==> config.mk <==
export PLATFORM = sky130hd
export DESIGN_NAME = usd_top
export DESIGN_NICKNAME = d
export VERILOG_FILES = /design/src/rtl/usd_pkg.sv /design/src/rtl/usd_lp_if.sv /design/src/rtl/usd_divider.sv /design/src/rtl/usd_ir_detect.sv /design/src/rtl/usd_top.sv
export SDC_FILE = /design/constraint.sdc
export NUM_CORES = 1
export LEC_CHECK = 0
export ABC_AREA = 1
export BUFFER_PORTS_ARGS = -buffer_cell sky130_fd_sc_hd__buf_2
export CAP_MARGIN = 30
export CORE_UTILIZATION = 55
export DETAILED_ROUTE_END_ITERATION = 7
export GPL_ROUTABILITY_DRIVEN = 1
export GPL_TIMING_DRIVEN = 0
export PLACE_DENSITY = 0.81
export SYNTH_ARGS = -nofsm -noshare
export SYNTH_HDL_FRONTEND = slang
export SYNTH_SLANG_ARGS = --single-unit
export TNS_END_PERCENT = 10
==> constraint.sdc <==
create_clock -name clock -period 8.2 [get_ports clock]
set_input_delay 0.82 -clock clock [delete_from_list [all_inputs] [get_ports clock]]
set_output_delay 0.82 -clock clock [all_outputs]
set_load 0.01 [all_outputs]
==> src/rtl/usd_pkg.sv <==
// Constants, offsets and types shared by the status, scratch and
// low-power divisor block. Assumes a 32-bit Avalon-MM byte address.
package usd_pkg;

    // ************************************************************
    // Bus shape and widths
    // ************************************************************
    localparam int unsigned ADDR_W   = 32;
    localparam int unsigned DATA_W   = 32;
    localparam int unsigned BYTE_W   = 8;
    localparam int unsigned LP_DIV_W = 16;
    localparam int unsigned EV_W     = 2;
    localparam int unsigned GAP_W    = 21;

    // ************************************************************
    // Register byte addresses
    // ************************************************************
    localparam logic [31:0] MODEM_STATUS_ADDR    = 32'h5000_1118;
    localparam logic [31:0] GENERAL_SCRATCH_ADDR = 32'h5000_111C;
    localparam logic [31:0] LP_DIV_LOW_ADDR      = 32'h5000_1120;
    localparam logic [31:0] LP_DIV_HIGH_ADDR     = 32'h5000_1124;
    localparam logic [31:0] LINE_CONTROL_ADDR    = 32'h5000_1180;
    localparam logic [31:0] MODEM_CONTROL_ADDR   = 32'h5000_1184;
    localparam logic [31:0] IRQ_STATUS_ADDR      = 32'h5000_1188;
    localparam logic [31:0] IRQ_ENABLE_ADDR      = 32'h5000_118C;
    localparam logic [31:0] IRQ_CLEAR_ADDR       = 32'h5000_1190;

    // ************************************************************
    // Field positions
    // ************************************************************
    localparam int unsigned DCTS_POS     = 0;
    localparam int unsigned CTS_POS      = 4;
    localparam int unsigned RTS_POS      = 1;
    localparam int unsigned LOOPBACK_POS = 4;
    localparam int unsigned DIVISOR_LATCH_ACCESS_BIT_POS     = 7;
    localparam int unsigned EV_DCTS_POS  = 0;
    localparam int unsigned EV_PULSE_POS = 1;

    // ************************************************************
    // Reset values and fixed counts
    // ************************************************************
    localparam logic [7:0]  SCRATCH_RST       = 8'h00;
    localparam logic [7:0]  LP_DIV_LOW_RST    = 8'h00;
    localparam logic [7:0]  LP_DIV_HIGH_RST   = 8'h00;
    localparam logic [7:0]  LINE_CONTROL_RST  = 8'h00;
    localparam logic [7:0]  MODEM_CONTROL_RST = 8'h00;
    localparam logic [1:0]  IRQ_RST           = 2'h0;
    localparam logic [1:0]  SYNC_HIGH_RST     = 2'h3;
    localparam logic [1:0]  SYNC_LOW_RST      = 2'h0;
    localparam logic [15:0] OVERSAMPLE        = 16'h0010;

    // ************************************************************
    // Types
    // ************************************************************
    typedef enum logic [0:0] {
        USD_BUS_IDLE   = 1'h0,
        USD_BUS_ANSWER = 1'h1
    } usd_bus_state_t;

endpackage

==> src/rtl/usd_lp_if.sv <==
// Carrier between the register block and the infrared pulse detector.
// Assumes both ends run on the one system clock.
`timescale 1ns/1ps
`default_nettype none

interface usd_lp_if;
    logic lp_enable;
    logic x16_tick;
    logic ir_level;
    logic pulse_found;

    // Register block drives the timing, detector reports pulses
    modport src (output lp_enable, output x16_tick, output ir_level,
                 input pulse_found);
    modport det (input lp_enable, input x16_tick, input ir_level,
                 output pulse_found);
endinterface

`default_nettype wire

==> src/rtl/usd_divider.sv <==
// Programmable tick divider: one output pulse every divisor input ticks.
// Assumes divisor is quasi-static; zero stops the output entirely.
`timescale 1ns/1ps
`default_nettype none

module usd_divider #(
    parameter int unsigned W = 16
) (
    // Clock and reset
    input  wire logic         clock,
    input  wire logic         resetn,
    // Rate control
    input  wire logic         tick_in,
    input  wire logic [W-1:0] divisor,
    // Divided pulse
    output var  logic         tick_out
);
    logic [W-1:0] count;
    logic [W-1:0] next_count;
    logic         next_tick_out;

    // Wrap on >= so a shrinking divisor never overruns
    always_comb begin
        next_count    = count;
        next_tick_out = 1'h0;
        if (divisor == '0) begin
            next_count = '0;
        end else if (tick_in) begin
            if (count >= divisor - 1'b1) begin
                next_count    = '0;
                next_tick_out = 1'h1;
            end else begin
                next_count = count + 1'b1;
            end
        end
    end

    always_ff @(posedge clock or negedge resetn) begin
        if (!resetn) begin
            count    <= '0;
            tick_out <= 1'h0;
        end else begin
            count    <= next_count;
            tick_out <= next_tick_out;
        end
    end
endmodule

`default_nettype wire

==> src/rtl/usd_ir_detect.sv <==
// Infrared receive pulse detector timed by the low-power x16 tick.
// Assumes ir_level is already synchronised to clock.
`timescale 1ns/1ps
`default_nettype none

module usd_ir_detect (
    // Clock and reset
    input  wire logic clock,
    input  wire logic resetn,
    // Timing in, pulses out
    usd_lp_if.det     lp
);
    logic prev_level;
    logic saw_tick;
    logic next_prev_level;
    logic next_saw_tick;
    logic next_found;

    // A pulse counts only if a tick fell inside its high phase
    always_comb begin
        next_prev_level = lp.ir_level;
        next_saw_tick   = saw_tick;
        next_found      = 1'h0;
        if (!lp.lp_enable) begin
            next_saw_tick = 1'h0;
        end else begin
            if (lp.ir_level && lp.x16_tick) begin
                next_saw_tick = 1'h1;
            end
            if (prev_level && !lp.ir_level) begin
                next_found    = saw_tick;
                next_saw_tick = 1'h0;
            end
        end
    end

    always_ff @(posedge clock or negedge resetn) begin
        if (!resetn) begin
            prev_level     <= 1'h0;
            saw_tick       <= 1'h0;
            lp.pulse_found <= 1'h0;
        end else begin
            prev_level     <= next_prev_level;
            saw_tick       <= next_saw_tick;
            lp.pulse_found <= next_found;
        end
    end
endmodule

`default_nettype wire

==> src/rtl/usd_top.sv <==
// Modem status delta flag, scratch and low-power divisor block.
// Assumes an Avalon-MM master on clock and async pins on cts_n, ir_in.
//
// The Avalon-MM register port was left to the implementer.
`timescale 1ns/1ps
`default_nettype none

module usd_top (
    // Clock and reset
    input  wire logic                         clock,
    input  wire logic                         resetn,
    // Avalon-MM slave
    input  wire logic [usd_pkg::ADDR_W-1:0]   address,
    input  wire logic                         read,
    input  wire logic                         write,
    input  wire logic [usd_pkg::DATA_W-1:0]   writedata,
    input  wire logic [3:0]                   byteenable,
    output var  logic [usd_pkg::DATA_W-1:0]   readdata,
    output var  logic                         waitrequest,
    // Modem handshake pins
    input  wire logic                         cts_n,
    output var  logic                         rts_n,
    // Infrared receive pin and low-power timing
    input  wire logic                         ir_in,
    output var  logic                         lp_baud_tick,
    output var  logic                         ir_pulse_found,
    // Interrupt
    output var  logic                         irq
);
    import usd_pkg::*;

    // ************************************************************
    // Declarations
    // ************************************************************
    usd_lp_if lp ();

    usd_bus_state_t      state;
    usd_bus_state_t      next_state;
    logic [DATA_W-1:0]   next_readdata;
    logic [DATA_W-1:0]   rd_value;
    logic [1:0]          cts_sync;
    logic [1:0]          ir_sync;
    logic [7:0]          scratch;
    logic [7:0]          lp_low;
    logic [7:0]          lp_high;
    logic [7:0]          line_control;
    logic [7:0]          modem_control;
    logic                dcts;
    logic                cts_prev;
    logic [EV_W-1:0]     irq_status;
    logic [EV_W-1:0]     irq_enable;
    logic [7:0]          next_scratch;
    logic [7:0]          next_lp_low;
    logic [7:0]          next_lp_high;
    logic [7:0]          next_line_control;
    logic [7:0]          next_modem_control;
    logic                next_dcts;
    logic [EV_W-1:0]     next_irq_status;
    logic [EV_W-1:0]     next_irq_enable;
    logic                next_rts_n;
    logic                next_irq;
    logic                sel_msr;
    logic                sel_scr;
    logic                sel_lpl;
    logic                sel_lph;
    logic                sel_lcr;
    logic                sel_mcr;
    logic                sel_ist;
    logic                sel_ien;
    logic                sel_icl;
    logic                wr_acc;
    logic                rd_acc;
    logic                divisor_latch_access_bit;
    logic                loopback;
    logic                cts_level;
    logic                cts_change;
    logic [LP_DIV_W-1:0] lp_div;
    logic [EV_W-1:0]     events;

    // ************************************************************
    // Pin synchronisers
    // ************************************************************
    // Only the second stage is read, the first may be metastable
    always_ff @(posedge clock or negedge resetn) begin
        if (!resetn) begin
            cts_sync <= SYNC_HIGH_RST;
            ir_sync  <= SYNC_LOW_RST;
        end else begin
            cts_sync <= {cts_sync[0], cts_n};
            ir_sync  <= {ir_sync[0], ir_in};
        end
    end

    // ************************************************************
    // Address decode and read mux
    // ************************************************************
    assign divisor_latch_access_bit     = line_control[DIVISOR_LATCH_ACCESS_BIT_POS];
    assign loopback = modem_control[LOOPBACK_POS];
    assign lp_div   = {lp_high, lp_low};

    always_comb begin
        sel_msr  = 1'h0;
        sel_scr  = 1'h0;
        sel_lpl  = 1'h0;
        sel_lph  = 1'h0;
        sel_lcr  = 1'h0;
        sel_mcr  = 1'h0;
        sel_ist  = 1'h0;
        sel_ien  = 1'h0;
        sel_icl  = 1'h0;
        rd_value = 32'h0000_0000; // Unmapped and reserved bits read zero
        if (address == MODEM_STATUS_ADDR) begin
            sel_msr            = 1'h1;
            rd_value[CTS_POS]  = cts_level;
            rd_value[DCTS_POS] = dcts;
        end else if (address == GENERAL_SCRATCH_ADDR) begin
            sel_scr       = 1'h1;
            rd_value[7:0] = scratch;
        end else if (address == LP_DIV_LOW_ADDR) begin
            sel_lpl       = 1'h1;
            rd_value[7:0] = divisor_latch_access_bit ? lp_low : 8'h00;
        end else if (address == LP_DIV_HIGH_ADDR) begin
            sel_lph       = 1'h1;
            rd_value[7:0] = divisor_latch_access_bit ? lp_high : 8'h00;
        end else if (address == LINE_CONTROL_ADDR) begin
            sel_lcr       = 1'h1;
            rd_value[7:0] = line_control;
        end else if (address == MODEM_CONTROL_ADDR) begin
            sel_mcr       = 1'h1;
            rd_value[7:0] = modem_control;
        end else if (address == IRQ_STATUS_ADDR) begin
            sel_ist             = 1'h1;
            rd_value[EV_W-1:0]  = irq_status;
        end else if (address == IRQ_ENABLE_ADDR) begin
            sel_ien             = 1'h1;
            rd_value[EV_W-1:0]  = irq_enable;
        end else if (address == IRQ_CLEAR_ADDR) begin
            sel_icl = 1'h1;
        end
    end

    // ************************************************************
    // Avalon handshake: one wait state on every access
    // ************************************************************
    assign waitrequest = (read | write) & (state == USD_BUS_IDLE);
    assign wr_acc      = (state == USD_BUS_ANSWER) & write;
    assign rd_acc      = (state == USD_BUS_ANSWER) & read;

    // Read data is captured a cycle early so it stands from a flop
    always_comb begin
        next_state    = USD_BUS_IDLE;
        next_readdata = readdata;
        case (state)
            USD_BUS_IDLE: begin
                if (read | write) begin
                    next_state = USD_BUS_ANSWER;
                end
                if (read) begin
                    next_readdata = rd_value;
                end
            end
            USD_BUS_ANSWER: begin
                next_state = USD_BUS_IDLE;
            end
            default: begin
                next_state = USD_BUS_IDLE;
            end
        endcase
    end

    always_ff @(posedge clock or negedge resetn) begin
        if (!resetn) begin
            state    <= USD_BUS_IDLE;
            readdata <= 32'h0000_0000;
        end else begin
            state    <= next_state;
            readdata <= next_readdata;
        end
    end

    // ************************************************************
    // Register file, delta flag and interrupts
    // ************************************************************
    // Loopback takes the level from the control bit, not the pin
    assign cts_level  = loopback ? modem_control[RTS_POS]
                                 : ~cts_sync[1];
    assign cts_change = cts_level != cts_prev;

    always_comb begin
        next_scratch       = scratch;
        next_lp_low        = lp_low;
        next_lp_high       = lp_high;
        next_line_control  = line_control;
        next_modem_control = modem_control;
        next_irq_enable    = irq_enable;
        events             = '0;
        events[EV_DCTS_POS]  = cts_change;
        events[EV_PULSE_POS] = lp.pulse_found;
        next_irq_status    = irq_status;
        if (wr_acc && byteenable[0]) begin
            // Only byte lane 0 exists; upper lanes are dropped
            if (sel_scr) begin
                next_scratch = writedata[7:0];
            end else if (sel_lpl && divisor_latch_access_bit) begin
                next_lp_low = writedata[7:0];
            end else if (sel_lph && divisor_latch_access_bit) begin
                next_lp_high = writedata[7:0];
            end else if (sel_lcr) begin
                next_line_control = writedata[7:0];
            end else if (sel_mcr) begin
                next_modem_control = writedata[7:0];
            end else if (sel_ien) begin
                next_irq_enable = writedata[EV_W-1:0];
            end else if (sel_icl) begin
                next_irq_status = irq_status & ~writedata[EV_W-1:0];
            end
        end
        // New events win over a clear in the same cycle
        next_irq_status = next_irq_status | events;
        // Clear only what the read returned, so no change is lost
        next_dcts = cts_change |
                    (dcts & ~(rd_acc & sel_msr &
                              readdata[DCTS_POS]));
        next_rts_n = next_modem_control[LOOPBACK_POS] |
                     ~next_modem_control[RTS_POS];
        next_irq   = |(next_irq_status & next_irq_enable);
    end

    // Clear-to-send history resets deasserted so a held pin sets the flag
    always_ff @(posedge clock or negedge resetn) begin
        if (!resetn) begin
            scratch       <= SCRATCH_RST;
            lp_low        <= LP_DIV_LOW_RST;
            lp_high       <= LP_DIV_HIGH_RST;
            line_control  <= LINE_CONTROL_RST;
            modem_control <= MODEM_CONTROL_RST;
            irq_status    <= IRQ_RST;
            irq_enable    <= IRQ_RST;
            dcts          <= 1'h0;
            cts_prev      <= 1'h0;
            rts_n         <= 1'h1;
            irq           <= 1'h0;
        end else begin
            scratch       <= next_scratch;
            lp_low        <= next_lp_low;
            lp_high       <= next_lp_high;
            line_control  <= next_line_control;
            modem_control <= next_modem_control;
            irq_status    <= next_irq_status;
            irq_enable    <= next_irq_enable;
            dcts          <= next_dcts;
            cts_prev      <= cts_level;
            rts_n         <= next_rts_n;
            irq           <= next_irq;
        end
    end

    // ************************************************************
    // Low-power baud clock and infrared detector
    // ************************************************************
    assign lp.lp_enable = lp_div != '0;
    assign lp.ir_level  = ir_sync[1];
    assign ir_pulse_found = lp.pulse_found;

    // First stage gives the x16 tick, second the baud tick
    usd_divider #(.W(LP_DIV_W)) u_div_x16 (
        .clock    (clock),
        .resetn   (resetn),
        .tick_in  (1'h1),
        .divisor  (lp_div),
        .tick_out (lp.x16_tick)
    );

    usd_divider #(.W(LP_DIV_W)) u_div_baud (
        .clock    (clock),
        .resetn   (resetn),
        .tick_in  (lp.x16_tick & lp.lp_enable), // Late x16 tick ignored
        .divisor  (OVERSAMPLE),
        .tick_out (lp_baud_tick)
    );

    usd_ir_detect u_ir_detect (
        .clock  (clock),
        .resetn (resetn),
        .lp     (lp)
    );

    // ************************************************************
    // Checks
    // ************************************************************
    logic [GAP_W-1:0] gap_cnt;
    logic             gap_ok;
    logic [2:0]       since_reset;
    logic             dcts_seen;

    // Helper: baud period measured only with a settled divisor
    always_ff @(posedge clock or negedge resetn) begin
        if (!resetn) begin
            gap_cnt     <= '0;
            gap_ok      <= 1'h0;
            since_reset <= 3'h0;
            dcts_seen   <= 1'h0;
        end else begin
            gap_cnt     <= lp_baud_tick ? GAP_W'(1) : gap_cnt + 1'b1;
            gap_ok      <= (wr_acc && (sel_lpl || sel_lph)) ? 1'h0
                         : (lp_baud_tick ? 1'h1 : gap_ok);
            since_reset <= (since_reset == 3'h7) ? 3'h7
                                                 : since_reset + 3'h1;
            dcts_seen   <= dcts_seen | dcts;
        end
    end
endmodule

`default_nettype wire

==> results by group <==
Outcome
  – Status: complete, no violations

Cells and area
  – Nets: 897
  – Layout cells sized above 1: 17.1%
  – Fillers: 851
  – Final antenna diode count: 0
  – Area growth syn-to-layout: 14.3%

Timing
  – Period utilization: 40.7%
  – Worst Clk Skew: 0.0137 ns
  – Final Hold Fails: 0
  – RSZ-0062 raised after global routing: false
  – Setup TNS: 0 ns
  – Hold WS: 0.362 ns
  – Fmax: 0.300 GHz
  – Final setup vio count: 0
  – Fin crit period: 3.34 ns
  – Pins Over Slew Limit: 0

GRT
  – GRT Total Usage: 25.7%
  – Overflow after GRT: 0
  – First-pass GRT wire length: 20800 um
  – Largest net degree at the start of global routing: 67
  – Number of global-route vias before repair: 4566
  – Initial antenna violation count: 0

Clocking
  – H-tree depth: 3
  – Setup repair bufs after CTS: 0
  – Max Root-Sink Buffers: 2
  – Worst-skew pair later-pin latency: 0.39 ns
  – Hold Buf Count CTS: 0
  – Clk root buf: clkbuf_8
  – Total CTS buffers: 9
  – TritonCTS clock tree: yes
  – Clk slew on worst S/H paths: 0.10 ns
  – Cts repair resizes: 0
  – Clock Sinks: 98

Power and ir drop
  – Static Leak: 3.39 nW
  – Worst vdd ir: 0.103 mV
  – Power density over the cells: 141 nW/um^2

Routing
  – DR iter-0 viols: 304
  – Remaining DRCs: 0
  – Via-per-instance ratio: 5.23
  – Detailed Routing Iterations Pass 1: 6
  – DRT Wirelength: 12700 um
  – Detailed-route via count: 4930
  – WL/cell: 13.5 um
  – Number of nets with antenna violations after routing: 0

Synth
  – Synthesized flop and latch total: 98
  – Post-Syn Area: 5580 um^2
  – Register area share after synthesis: 44.0%
  – Synth Flop Type: dfrtp_1
  – Fraction of registers with async set or reset after synthesis: 100%
  – Synth warn: 0
  – Cell variety after synth: 42
  – EDFF count, synth: 0
  – Avg Cell Area, Syn: 7.86 um^2
  – Cells after Synth: 710

Setup path
  – CP peak stage delay: 0.44 ns
  – Largest fanout on the critical path: 10
  – Slowest cell on the critical path: dfrtp_1
  – CP cell instances: inv_1 -> nand3_1 -> nor3_1 -> nand2_1 -> inv_1 -> nand3_1 -> nor3_1 -> nand2_1 -> xor2_1 -> ha_1 -> a21oi_1 -> nor2_1 -> a211oi_1 -> nand3_1 -> buf_2 -> nor2_1
  – Critical path type: flip-flop to flip-flop
  – CP endpoint kind: flip-flop
  – Critical path startpoint category: flip-flop
  – CP arrival: 3.65 ns
  – Crit path top cell by count: nand3_1
  – Worst Path Required: 8.51 ns

Floorplanning
  – Row count: 36
  – Die Width: 103 um
  – Die ar.: 10600 um^2
  – Initial core utilization: 56.8%
  – Die Height: 103 um
  – I/O pin count: 111
  – Core outline area: 9820 um^2

Place
  – Detailed Place HPWL: 9700 um
  – Port Buffers: 59
  – Final RePlAce weighted congestion: 0.946

Min path
  – Min-delay worst type: flip-flop to flip-flop

Run
  – Max-Cap Viols: 0
-- flip-flops by register name, indices dropped and copies added (netlist names), 8 cells and up --
register	count
u_div_baud.count	16
readdata	8
line_control	8
lp_low	8
lp_high	8
u_div_x16.count	16
modem_control	8
scratch	8
-- Yosys cell counts (2+ instances only) --
cell / number / area share, %
a21oi_1: 12 / 1.1
buf_2: 4 / 0.36
buf_4: 25 / 3.4
clkbuf_1: 5 / 0.34
dfrtp_1: 95 / 43
dfstp_2: 3 / 1.4
ha_1: 19 / 4.3
inv_1: 94 / 6.3
inv_2: 3 / 0.20
mux2i_1: 2 / 0.36
nand2_1: 167 / 11
nand2_2: 2 / 0.22
nand3_1: 36 / 3.2
nand3_2: 2 / 0.36
nand3b_1: 4 / 0.54
nand4_1: 25 / 2.8
nor2_1: 93 / 6.3
nor2_2: 5 / 0.56
nor2_4: 2 / 0.40
nor3_1: 11 / 0.99
nor3_4: 2 / 0.58
o211ai_1: 2 / 0.27
o21ai_0: 36 / 3.2
o21ai_1: 10 / 0.90
o21ai_2: 8 / 1.3
xnor2_1: 8 / 1.3
xor2_1: 20 / 3.1
-- final timing paths --
check	start	end	slack, ns	depth (start not counted)
setup / recovery	lp_low[0]$_DFFE_PN0P_	u_div_x16.count[9]$_DFF_PN0_	4.86	16
hold / removal	cts_sync[0]$_DFF_PN1_	cts_sync[1]$_DFF_PN1_	0.36	0
setup reg to reg	lp_low[0]$_DFFE_PN0P_	u_div_x16.count[9]$_DFF_PN0_	4.86	16
hold reg to reg	cts_sync[0]$_DFF_PN1_	cts_sync[1]$_DFF_PN1_	0.36	0
max in group asynchronous	resetn	rts_n$_DFF_PN1_	7.13	2
min in group asynchronous	resetn	u_div_x16.count[8]$_DFF_PN0_	0.37	1
-- area by class of cell --
type,count,area (um^2),area share [%]
multi-input combinational,502,2610,40.9
sequential,98,2460,38.5
inverter,98,368,5.77
timing repair buffer,60,325,5.10
buffer,35,238,3.73
tap,133,166,2.61
clock buffer,9,124,1.94
clock inverter,7,95.1,1.49
-- cells in the final DEF, fill, tap and decap left out, types with 3 or more instances in the layout --
master,instances
a21oi_1,12
buf_2,62
buf_4,26
clkbuf_1,5
clkbuf_8,9
conb_1,24
dfrtp_1,95
dfstp_2,3
ha_1,19
inv_1,94
inv_2,3
inv_8,3
nand2_1,167
nand3_1,36
nand3b_1,4
nand4_1,25
nor2_1,93
nor2_2,5
nor3_1,11
o21ai_0,36
o21ai_1,10
o21ai_2,8
xnor2_1,8
xor2_1,20
-- where the power goes --
part,internal (mW),total [mW],switching [mW],leakage [nW]
Combinational,0.0256,0.0673,0.0417,1.96
Sequential,0.488,0.491,0.00286,1.32
Clock,0.150,0.343,0.193,0.104
Total,0.663,0.901,0.238,3.39
-- metrics by stage --
step	cell area (um^2)	instances	setup slack, ns	util [%]	power, mW
5_1_grt	6380	942	4.60	65.0	0.935
4_1_cts	6380	942	4.88	65.0	0.908
6_report	6380	942	4.86	65.0	0.901
2_1_floorplan	5670	733	5.52	-	0.535
3_5_place_dp	6160	926	4.99	62.7	0.567
3_3_place_gp	6130	925	5.11	62.4	0.563
-- cell families (layout without fill, tap and decap cells) --
group	Yosys count	in the layout	synth area share (%)
other	1	24	0.0672
multiplexers	2	2	0.359
AO/OA/AOI/OAI	74	74	7.55
adder cells (fa/ha/maj)	19	19	4.26
buffers and inverters	133	209	10.8
flip-flops	98	98	44.0
AND/OR/NAND/NOR	355	355	28.5
XOR/XNOR	28	28	4.39
-- worst max-delay path, delay by kind of cell (launching register included) --
kind | cells | cell delay, ns
and+or+nand+nor | 9 | 1.45
buffers and inverters | 3 | 0.50
DFF | 1 | 0.44
AOI/OAI and AO/OA | 2 | 0.39
adders and majority gates | 1 | 0.28
xor gates and xnor gates | 1 | 0.20
-- layer usage --
layer	part of all wire, %	track usage, %
met2	48	42.6
met3	6.8	4.14
met4	2.0	8.88
met5	0	0
met1	43	34.4
(Power assumes the default switching activity.)
